==> src/cpfsi_pkg.sv <==
package cpfsi_pkg;

   // ---------------------------------------------------------------
   // bus and register map
   // ---------------------------------------------------------------
   localparam int unsigned DATA_W = 8;
   localparam int unsigned ADDR_W = 8;

   localparam logic [ADDR_W-1:0] OFS_STATUS    = 8'h03;
   localparam logic [ADDR_W-1:0] OFS_RSVD_A    = 8'h04;
   localparam logic [ADDR_W-1:0] OFS_RSVD_B    = 8'h05;
   localparam logic [ADDR_W-1:0] OFS_IRQ_EN    = 8'h06;
   localparam logic [ADDR_W-1:0] OFS_IRQ_FLAGS = 8'h07;

   // ---------------------------------------------------------------
   // field positions
   // ---------------------------------------------------------------
   localparam int unsigned BIT_CANH_HIGH = 7;
   localparam int unsigned BIT_CANH_LOW  = 6;
   localparam int unsigned BIT_CANL_HIGH = 5;
   localparam int unsigned BIT_CANL_LOW  = 4;
   localparam int unsigned BIT_TIMEOUT   = 3;
   localparam int unsigned BIT_CANH_OC   = 1;
   localparam int unsigned BIT_CANL_OC   = 0;

   localparam int unsigned BIT_VF_EN = 4;
   localparam int unsigned BIT_DT_EN = 3;
   localparam int unsigned BIT_OC_EN = 0;

   localparam logic [DATA_W-1:0] STATUS_MASK    = 8'hf8;
   localparam logic [DATA_W-1:0] IRQ_EN_MASK    = 8'h19;
   localparam logic [DATA_W-1:0] IRQ_FLAGS_MASK = 8'hfb;
   localparam logic [DATA_W-1:0] VF_FLAGS_MASK  = 8'hf0;
   localparam logic [DATA_W-1:0] OC_FLAGS_MASK  = 8'h03;
   localparam logic [DATA_W-1:0] READ_NONE      = 8'h00;

   // ---------------------------------------------------------------
   // reset values
   // ---------------------------------------------------------------
   localparam logic [DATA_W-1:0] STATUS_RST    = 8'h00;
   localparam logic [DATA_W-1:0] IRQ_EN_RST    = 8'h00;
   localparam logic [DATA_W-1:0] IRQ_FLAGS_RST = 8'h00;
   localparam logic [DATA_W-1:0] RSVD_RST      = 8'h00;

   // ---------------------------------------------------------------
   // timing
   // ---------------------------------------------------------------
   localparam int unsigned CLK_PERIOD_NS = 50;
   localparam int unsigned REC_TIME_NS   = 1000;
   // plain default, the real figure belongs to the analogue spec
   localparam int unsigned TX_DOM_TIMEOUT_TIME_NS = 500000;
   localparam int unsigned REC_CYC =
      (REC_TIME_NS + CLK_PERIOD_NS - 1) / CLK_PERIOD_NS;
   localparam int unsigned TX_DOM_TIMEOUT_CYC_DEF =
      TX_DOM_TIMEOUT_TIME_NS / CLK_PERIOD_NS;

   localparam int unsigned CNT_W = 24;
   localparam logic [CNT_W-1:0] CNT_ZERO = 24'h000000;
   localparam logic [CNT_W-1:0] CNT_ONE  = 24'h000001;
   localparam logic [CNT_W-1:0] CNT_MAX  = 24'hffffff;
   localparam logic [CNT_W-1:0] REC_LIM  = CNT_W'(REC_CYC);

   localparam logic TX_DOMINANT  = 1'b0;
   localparam logic TX_RECESSIVE = 1'b1;

   // ---------------------------------------------------------------
   // types
   // ---------------------------------------------------------------
   typedef struct packed {
      logic [ADDR_W-1:0] addr;
      logic [DATA_W-1:0] wdata;
      logic              wr;
      logic              rd;
   } cpfsi_bus_req_t;

   typedef struct packed {
      logic canh_high;
      logic canh_low;
      logic canl_high;
      logic canl_low;
      logic canh_oc;
      logic canl_oc;
   } cpfsi_mon_t;

   typedef enum logic {TO_IDLE, TO_TRIPPED} cpfsi_to_state_t;

   typedef struct packed {
      logic [DATA_W-1:0] status;
      logic [DATA_W-1:0] irq_en;
      logic [DATA_W-1:0] irq_flags;
      logic [DATA_W-1:0] rsvd_a;
      logic [DATA_W-1:0] rsvd_b;
      logic [CNT_W-1:0]  run_cnt;
      logic              tx_prev;
      cpfsi_to_state_t   to_state;
      logic              lo_latched;
      logic              rearm;
      logic [DATA_W-1:0] rd_data;
   } cpfsi_state_t;

   localparam cpfsi_state_t STATE_RST = '{
      status:     STATUS_RST,
      irq_en:     IRQ_EN_RST,
      irq_flags:  IRQ_FLAGS_RST,
      rsvd_a:     RSVD_RST,
      rsvd_b:     RSVD_RST,
      run_cnt:    CNT_ZERO,
      tx_prev:    TX_RECESSIVE,
      to_state:   TO_IDLE,
      lo_latched: 1'b0,
      rearm:      1'b0,
      rd_data:    READ_NONE
   };

endpackage : cpfsi_pkg

==> src/cpfsi_top.sv <==
// Decided for this implementation: the strobed register port.
`timescale 1ns/1ps
// Notes on behaviour
// - status bit 7 mirrors CANH high comparator
// - status bit 6 mirrors CANH low comparator
// - status bit 5 mirrors CANL high comparator
// - status bit 4 mirrors CANL low comparator
// - bit 3 sets after long dominant transmit
// - bit 3 clears after recessive over 1us
// - status register read only, writes ignored
// - reserved registers writable only in special mode
// - voltage enable gates four voltage flags
// - timeout enable gates timeout flag
// - overcurrent enable gates both overcurrent flags
// - enable register read/write, unused bits zero
// - writing one clears flag, zero no effect
// - enabled asserted flag raises error interrupt
// - flag 7 sets on CANH high change
// - flag 6 sets on CANH low change
// - flag 5 sets on CANL high change
// - flag 4 sets on CANL low change
// - flag 3 sets on timeout, forces listen-only
// - flags 1,0 on overcurrent while transmit is dominant; hold listen-only
module cpfsi_top #(
   parameter int unsigned TX_DOM_TIMEOUT_CYC =
      cpfsi_pkg::TX_DOM_TIMEOUT_CYC_DEF
) (
   input  wire logic                              core_clk,
   input  wire logic                              srst,
   input  wire cpfsi_pkg::cpfsi_bus_req_t         bus_req,
   output logic        [cpfsi_pkg::DATA_W-1:0]    rd_data,
   input  wire cpfsi_pkg::cpfsi_mon_t             mon,
   input  wire logic                              phy_tx_input,
   input  wire logic                              special_mode,
   output logic                                   error_irq,
   output logic                                   listen_only
);
   import cpfsi_pkg::*;

   // ---------------------------------------------------------------
   // helpers
   // ---------------------------------------------------------------
   function automatic logic flag_upd(input logic cur,
                                     input logic set,
                                     input logic clr);
      flag_upd = set | (cur & ~clr);
   endfunction : flag_upd

   function automatic logic hit(input cpfsi_bus_req_t req,
                                input logic [ADDR_W-1:0] ofs);
      hit = (req.addr == ofs);
   endfunction : hit

   localparam logic [CNT_W-1:0] DOM_LIM = CNT_W'(TX_DOM_TIMEOUT_CYC);

   cpfsi_state_t      r_reg;
   cpfsi_state_t      r_next;
   logic              tx_dom;
   logic [CNT_W-1:0]  run_next;
   logic              timeout_event;
   logic              tripped_next;
   logic [DATA_W-1:0] flag_set;
   logic [DATA_W-1:0] flag_clr;
   logic              wr_flags;

   // ---------------------------------------------------------------
   // next state
   // ---------------------------------------------------------------
   always_comb begin
      r_next        = r_reg;
      tx_dom        = (phy_tx_input == TX_DOMINANT);
      timeout_event = 1'b0;
      flag_set      = READ_NONE;
      flag_clr      = READ_NONE;
      wr_flags      = bus_req.wr && hit(bus_req, OFS_IRQ_FLAGS);

      // length of the current transmit level, saturating
      if (phy_tx_input != r_reg.tx_prev) begin
         run_next = CNT_ONE;
      end else if (r_reg.run_cnt == CNT_MAX) begin
         run_next = r_reg.run_cnt;
      end else begin
         run_next = r_reg.run_cnt + CNT_ONE;
      end
      r_next.run_cnt = run_next;
      r_next.tx_prev = phy_tx_input;

      // dominant timeout monitor
      unique case (r_reg.to_state)
         TO_IDLE: begin
            if (tx_dom && (run_next > DOM_LIM)) begin
               r_next.to_state = TO_TRIPPED;
               timeout_event   = 1'b1;
            end
         end
         TO_TRIPPED: begin
            if (!tx_dom && (run_next > REC_LIM)) begin
               r_next.to_state = TO_IDLE;
            end
         end
      endcase
      tripped_next = (r_next.to_state == TO_TRIPPED);

      // status mirrors, bus writes never reach this register
      r_next.status                = STATUS_RST;
      r_next.status[BIT_CANH_HIGH] = mon.canh_high;
      r_next.status[BIT_CANH_LOW]  = mon.canh_low;
      r_next.status[BIT_CANL_HIGH] = mon.canl_high;
      r_next.status[BIT_CANL_LOW]  = mon.canl_low;
      r_next.status[BIT_TIMEOUT]   = tripped_next;

      // flag set conditions
      flag_set[BIT_CANH_HIGH] =
         mon.canh_high ^ r_reg.status[BIT_CANH_HIGH];
      flag_set[BIT_CANH_LOW]  =
         mon.canh_low ^ r_reg.status[BIT_CANH_LOW];
      flag_set[BIT_CANL_HIGH] =
         mon.canl_high ^ r_reg.status[BIT_CANL_HIGH];
      flag_set[BIT_CANL_LOW]  =
         mon.canl_low ^ r_reg.status[BIT_CANL_LOW];
      flag_set[BIT_TIMEOUT]   = timeout_event | r_reg.rearm;
      flag_set[BIT_CANH_OC]   = mon.canh_oc & tx_dom;
      flag_set[BIT_CANL_OC]   = mon.canl_oc & tx_dom;

      // write one to clear
      if (wr_flags) begin
         flag_clr = bus_req.wdata & IRQ_FLAGS_MASK;
      end
      for (int i = 0; i < DATA_W; i++) begin
         r_next.irq_flags[i] = flag_upd(r_reg.irq_flags[i],
                                        flag_set[i],
                                        flag_clr[i]);
      end
      r_next.irq_flags = r_next.irq_flags & IRQ_FLAGS_MASK;

      // clearing the timeout flag too early sets it again next cycle
      r_next.rearm = flag_clr[BIT_TIMEOUT] & (tripped_next | tx_dom);

      // listen-only latch entered at timeout
      if (timeout_event) begin
         r_next.lo_latched = 1'b1;
      end else if (!r_next.irq_flags[BIT_TIMEOUT] && !tripped_next &&
                   !tx_dom && !r_next.rearm) begin
         r_next.lo_latched = 1'b0;
      end

      // register writes
      if (bus_req.wr) begin
         if (hit(bus_req, OFS_IRQ_EN)) begin
            r_next.irq_en = bus_req.wdata & IRQ_EN_MASK;
         end
         if (hit(bus_req, OFS_RSVD_A) && special_mode) begin
            r_next.rsvd_a = bus_req.wdata;
         end
         if (hit(bus_req, OFS_RSVD_B) && special_mode) begin
            r_next.rsvd_b = bus_req.wdata;
         end
      end

      // read data stands for one cycle only
      r_next.rd_data = READ_NONE;
      if (bus_req.rd) begin
         unique case (bus_req.addr)
            OFS_STATUS:    r_next.rd_data = r_reg.status;
            OFS_RSVD_A:    r_next.rd_data = r_reg.rsvd_a;
            OFS_RSVD_B:    r_next.rd_data = r_reg.rsvd_b;
            OFS_IRQ_EN:    r_next.rd_data = r_reg.irq_en;
            OFS_IRQ_FLAGS: r_next.rd_data = r_reg.irq_flags;
            default:       r_next.rd_data = READ_NONE;
         endcase
      end
   end

   // ---------------------------------------------------------------
   // state register
   // ---------------------------------------------------------------
   always_ff @(posedge core_clk) begin
      if (srst) begin
         r_reg <= STATE_RST;
      end else begin
         r_reg <= r_next;
      end
   end

   // ---------------------------------------------------------------
   // outputs
   // ---------------------------------------------------------------
   assign rd_data = r_reg.rd_data;

   assign error_irq =
      (r_reg.irq_en[BIT_VF_EN] &
       (|(r_reg.irq_flags & VF_FLAGS_MASK))) |
      (r_reg.irq_en[BIT_DT_EN] &
       r_reg.irq_flags[BIT_TIMEOUT]) |
      (r_reg.irq_en[BIT_OC_EN] &
       (|(r_reg.irq_flags & OC_FLAGS_MASK)));

   assign listen_only =
      r_reg.lo_latched | (|(r_reg.irq_flags & OC_FLAGS_MASK));

endmodule : cpfsi_top

==> config.mk <==
export PLATFORM = sky130hd
export DESIGN_NAME = cpfsi_top
export DESIGN_NICKNAME = d
export VERILOG_FILES = /design/src/cpfsi_pkg.sv /design/src/cpfsi_top.sv
export SDC_FILE = /design/constraint.sdc
export NUM_CORES = 1
export LEC_CHECK = 0
export ABC_AREA = 1
export BUFFER_PORTS_ARGS = -buffer_cell sky130_fd_sc_hd__buf_4
export CAP_MARGIN = 20
export CORE_UTILIZATION = 61
export CTS_BUF_LIST = sky130_fd_sc_hd__clkbuf_8
export DETAILED_ROUTE_END_ITERATION = 10
export MAX_ROUTING_LAYER = met4
export PLACE_DENSITY_LB_ADDON = 0.05
export SYNTH_ARGS = -nofsm -noshare
export SYNTH_HDL_FRONTEND = slang
export SYNTH_SLANG_ARGS = --single-unit
==> constraint.sdc <==
create_clock -name core_clk -period 2.8 [get_ports core_clk]
set_input_delay 0.56 -clock core_clk [delete_from_list [all_inputs] [get_ports core_clk]]
set_output_delay 0.56 -clock core_clk [all_outputs]
set_load 0.01 [all_outputs]
Yosys cells after proc, flatten, opt, wreduce, memory -nomap -nowiden. Cells that the tools add are included. W data, S select, Z words.

Flip-flop bits (word level): 71. Output and inout port bits: 10. Logic and storage cells: 90.

Add/sub/neg operators: 1. $lt $le $gt $ge: 2. Eq/ne operators: 7. Muxes and demuxes: 10. Bitwise operators: 39. Reduce and logical (&&, ||, !) cells: 18.

Operators by type and width (count): $mux W24 (2); $pmux W8 S5 (1); $eq A8 B3 Y1 const B (4); $add A24 B1 Y24 const B (1); $eq A24 B24 Y1 const B (1); $gt A24 B14 Y1 const B (1); $gt A24 B5 Y1 const B (1); $and A1 B1 Y1 (13); $or A1 B1 Y1 (12); $not A1 Y1 (10); $eq A8 B2 Y1 const B (1); $logic_and A1 B1 Y1 (8); $mux W8 (1); $reduce_and A2 Y1 (3); $mux W1 (5); $reduce_or A2 Y1 (2); $reduce_or A4 Y1 (1); $xor A1 B1 Y1 (4); $logic_not A1 Y1 (3); $pmux W1 S2 (1); $reduce_bool A2 Y1 (1); $ne A1 B1 Y1 (1).

Longest topological paths before layout.
Depth after elaboration: 15. Mapped depth: 20. Depth with buffers taken out: 19.

Worst setup path after synthesis. No wires, ideal clock.

Kind: input to register. From: in bus_req[15] (netlist name). To: reg r_reg[9] (netlist name). Setup time: 130 ps. Arrival time: 1997 ps. Required time: 2670 ps. Setup slack: 673 ps. Cell stages on the path: 14. Buffers on the path: 0. Path through: nor4_2 inv_1 nor2_1 inv_1 nor2_4 inv_2 nor2_4 nand2_1 nand2_1 nand2_1 a21oi_2 nand2_1 nand2_1 a21oi_2.

Cells in the longest elaborated chain, start to end: 11.

RTL lines: from (decl) (line cpfsi_top.sv:30) `input wire cpfsi_pkg::cpfsi_bus_req_t bus_req,`; $eq A8 B3 Y1 * (line cpfsi_top.sv:51) `hit = (req.addr == ofs);`; $logic_and A1 B1 Y1 * (line cpfsi_top.sv:75) `wr_flags = bus_req.wr && hit(bus_req, OFS_IRQ_FLAGS);`; $mux W8 * (line cpfsi_top.sv:126) `if (wr_flags) begin`; $not A1 Y1 (line cpfsi_top.sv:46) `flag_upd = set | (cur & ~clr);`; $and A1 B1 Y1 (line cpfsi_top.sv:46); $or A1 B1 Y1 (line cpfsi_top.sv:46); $logic_not A1 Y1 (line cpfsi_top.sv:142) `end else if (!r_next.irq_flags[BIT_TIMEOUT] && !tripped_next &&`; $logic_and A1 B1 Y1 (2 in series) (line cpfsi_top.sv:142); $logic_and A1 B1 Y1 * (line cpfsi_top.sv:143) `!tx_dom && !r_next.rearm) begin`; $reduce_bool A2 Y1 (no source line) *; to (signal assigned) (line cpfsi_top.sv:181) `r_reg <= r_next;`; to (decl) (line cpfsi_top.sv:56) `cpfsi_state_t r_reg;`.

Every way passes the cells marked *; elsewhere a longest branch is shown, timed or not. A chain may end at the register's enable or synchronous reset.

Worst setup path in the final report.
From: reg r_reg[12] (netlist name). To: reg r_reg[9] (netlist name).

Cells in the longest elaborated chain, start to end: 14.

RTL lines: $add A24 B1 Y24 or $eq A24 B24 Y1 (tied branches) (line cpfsi_top.sv:83, cpfsi_top.sv:80); $mux W24 * (line cpfsi_top.sv:80) `end else if (r_reg.run_cnt == CNT_MAX) begin`; $mux W24 * (line cpfsi_top.sv:78) `if (phy_tx_input != r_reg.tx_prev) begin`; $gt A24 B14 Y1 (line cpfsi_top.sv:91) `if (tx_dom && (run_next > DOM_LIM)) begin`; $logic_and A1 B1 Y1 (line cpfsi_top.sv:91); $mux W1 (line cpfsi_top.sv:91); $mux W1 (line cpfsi_top.sv:89) `unique case (r_reg.to_state)`; $or A1 B1 Y1 (line cpfsi_top.sv:121) `flag_set[BIT_TIMEOUT] = timeout_event | r_reg.rearm;`; $or A1 B1 Y1 (line cpfsi_top.sv:46); $logic_not A1 Y1 (line cpfsi_top.sv:142); $logic_and A1 B1 Y1 (2 in series) (line cpfsi_top.sv:142); $logic_and A1 B1 Y1 (line cpfsi_top.sv:143); $reduce_bool A2 Y1 (no source line).

Marks and branches as above.

==> metrics list <==
- Result of the run: finished, final reports clean
* Worst Tran Pin Value: 0.661 ns
- Using the TritonRoute via totals, the vias-per-cell ratio works out to 5.63.
- The initialized floorplan defines 27 standard-cell rows.
* Crit path max-delay family: simple AND/OR/NAND/NOR gates
* Post-CTS setup buffer count: 0
- The tightest min-delay check is of the in2reg type.
- Count of flip-flops with a built-in enable after synthesis: 0
- Routed length per placed instance: 14.5 µm
- The floorplan step defined a core boundary enclosing 0.00554 mm².
- The final max-slew violation count was 0.
* Most frequent cells in the layout: sky130_fd_sc_hd__nand2_1, sky130_fd_sc_hd__nor2_1, sky130_fd_sc_hd__dfxtp_1, sky130_fd_sc_hd__inv_1, sky130_fd_sc_hd__buf_4
- The number of global-route vias before repair is 3,160.
* Via total after detailed routing: 3,590
- Crit-path slowest cell: sky130_fd_sc_hd__dfxtp_1
- RSZ-0062 raised after global routing: no
* Aggregate global-route resource usage: 33.0%
- Initial core utilization: 63.7%
- Floorplan die area: 0.00609 mm²
* Average cell area after synthesis: 6.67 µm²
* Number of antenna violations at the first check in global routing: 0
* Worst path max stage delay: 0.40 ns
- The worst setup path is launched from a flop.
- Summed over all layers, the routed wires come to 9.27 mm.
* Number of warnings reported in the yosys synthesis log: 0
* Final worst clock skew: 0.00988 ns
- Antenna Nets Post-Route: 0
* HPWL after detailed placement: 6.78 mm
* Worst slew slack as a fraction of its limit: 55.8%
* Post-layout min period: 2.62 ns
- The number of antenna diodes in the final layout is 0.
- CTS max path bufs: 2
- At the end of routability-driven placement, the weighted congestion stood at 1.02.
* Predominant post-synthesis flop cell: sky130_fd_sc_hd__dfxtp_1
- The cell that appears most often on the critical path is sky130_fd_sc_hd__nand2_1.
- Chip Height: 78.1 µm
- # IOs: 38
- In the final layout, the share of cells above drive strength 1 is 15.4%.
- For the final routed database, the setup TNS stands at 0 ns.
- Total clock sinks: 66
- Number of detailed-routing iterations run before antenna repair: 5
- Data arrives at the worst endpoint at 2.84 ns.
- Achievable Freq: 382 MHz
- Crit-path cells: ha_1, inv_4, nor2_4, nand2_4, nor2_4, nand2_4, inv_2, nor2_1, nand3_1, inv_1, nand3_1, nand2_1, nor2_1, nand2_1, a21oi_2, nand2_1, nand2_1, a21oi_2
* Number of different library cells in the post-synthesis netlist: 35
- Total of cells resized after clock tree synthesis: 0
- The final layout contains 590 nets.
- Leaving out fill and tap cells, the most frequent cell in the layout is sky130_fd_sc_hd__nand2_1.
- Final setup fails: 0
- Standby leakage power: 0.00172 µW
* Clock slew seen by the registers of the worst setup and hold paths: 0.08 ns
* MaxCap Viol Count: 0
- CTS H-Tree Depth: 3
- Clock latency on the worst-skew pair, taken at its later pin, is 0.35 ns.
- Counting flops and latches in the post-synthesis netlist gives 66.
- Along the worst path, the maximum fanout reaches 18.
- Wire length of the first global-routing pass: 15.1 mm
- The mapped netlist covers 0.00353 mm².
- Global routing finished with a remaining overflow of 0.
- Filler cell count: 474
- Final number of hold-violating endpoints: 0
* CTS buffer count: 9
* Sequential share of the synthesized area: 37.4%
* Area growth from synthesis to final layout: 14.5%
- DRC violation count after routing: 0
- The final critical path takes up 93.4% of the cycle.
* CTS hold repair buffers: 0
- After synthesis, the share of flip-flops with an asynchronous set or reset is 0%.
* Critical path class: reg2reg
- Cell chosen for the clock root: sky130_fd_sc_hd__clkbuf_8
* Required time worst endpoint: 3.03 ns
- Together, buffers and inverters on the worst path number 3.
- The worst setup path is captured at a flop.
* CTS tree: done
* First DRT Iteration DRCs: 299
* Post-Syn Instances: 529
- IR analysis of the VDD net gives a maximum drop of 0.432 mV.
- For this design the ratio of total power to cell area is 498 mW/mm².
- Final Power: 2010 µW
- The register with the most flip-flops in the layout has 58 of them.
* Net count of the mapped netlist: 558
- Pin count of the biggest net entering global routing: 38
- The floorplan step set the die width to 78.1 µm.
- Buffers placed on the I/O ports in this run total 37.
per-layer routing:
layer,track usage [%],vias to the layer above,wire length (µm)
li1,-,1751,-
met1,46.5,1623,4250
met2,46.3,195,3880
met3,6.51,21,977
met4,13.0,0,164
met5,-,-,0
worst min-delay path, stage by stage:
cell and delay [ns]:
sky130_fd_sc_hd__buf_4 0.09, sky130_fd_sc_hd__inv_1 0.03, sky130_fd_sc_hd__nor2_1 0.06
final cells by class:
| cell class | count | area [µm²] | share of cell area (%) |
|---|---|---|---|
| multi-input cells | 378 | 1850 | 45.8 |
| clock buffers | 10 | 138 | 3.41 |
| inverters | 65 | 246 | 6.10 |
| repair buffers | 41 | 308 | 7.62 |
| well taps | 72 | 90.1 | 2.23 |
| clock inverters | 6 | 88.8 | 2.20 |
| flip-flops and latches | 66 | 1320 | 32.7 |
stage by stage:
stage / area, µm² / utilization [%] / cells / hold slack, ns / worst slack (ns)
2_1_floorplan: 3530 / - / 529 / 0.424 / 0.673
3_3_place_gp: 3810 / 68.9 / 622 / 0.438 / 0.206
3_5_place_dp: 3810 / 68.9 / 622 / 0.447 / 0.0820
4_1_cts: 4040 / 72.9 / 638 / 0.424 / 0.206
5_1_grt: 4040 / 72.9 / 638 / 0.423 / 0.00994
6_report: 4040 / 72.9 / 638 / 0.421 / 0.184
synthesized netlist by cell type, types with 8 or more instances:
cell type,number,area share [%]
sky130_fd_sc_hd__a21oi_1,22,3.1
sky130_fd_sc_hd__buf_4,10,2.1
sky130_fd_sc_hd__clkbuf_1,8,0.85
sky130_fd_sc_hd__dfxtp_1,66,37
sky130_fd_sc_hd__inv_1,61,6.5
sky130_fd_sc_hd__nand2_1,125,13
sky130_fd_sc_hd__nand3_1,30,4.3
sky130_fd_sc_hd__nand3b_1,8,1.7
sky130_fd_sc_hd__nor2_1,93,9.9
sky130_fd_sc_hd__o21ai_0,31,4.4
sky130_fd_sc_hd__xnor2_1,8,2.0
power breakdown:
| group | switching (µW) | total [µW] | leakage [µW] | internal (µW) |
|---|---|---|---|---|
| clock | 388 | 915 | 0.000109 | 527 |
| sequential | 12.7 | 965 | 0.000535 | 952 |
| combinational | 76.3 | 131 | 0.00108 | 54.8 |
path summary, 6_finish.rpt:
| kind | startpoint | to | slack (ns) | cells past startpoint |
|---|---|---|---|---|
| max | r_reg[12] | r_reg[9] | 0.18 | 18 |
| min | mon[2] | r_reg[72] | 0.42 | 3 |
| max reg2reg | r_reg[12] | r_reg[9] | 0.18 | 18 |
| min reg2reg | r_reg[40] | r_reg[40] | 0.46 | 2 |
kinds of logic (layout without fill, tap and decap cells):
logic type | Yosys count | after routing | synth area share (%)
xor+xnor | 11 | 11 | 2.73
compound gates | 77 | 77 | 12.5
simple gates | 289 | 289 | 36.6
flops | 66 | 66 | 37.4
buf+inv | 85 | 122 | 10.4
fa+ha+maj | 1 | 1 | 0.354
Note: power is estimated with default switching activity, not from simulation.
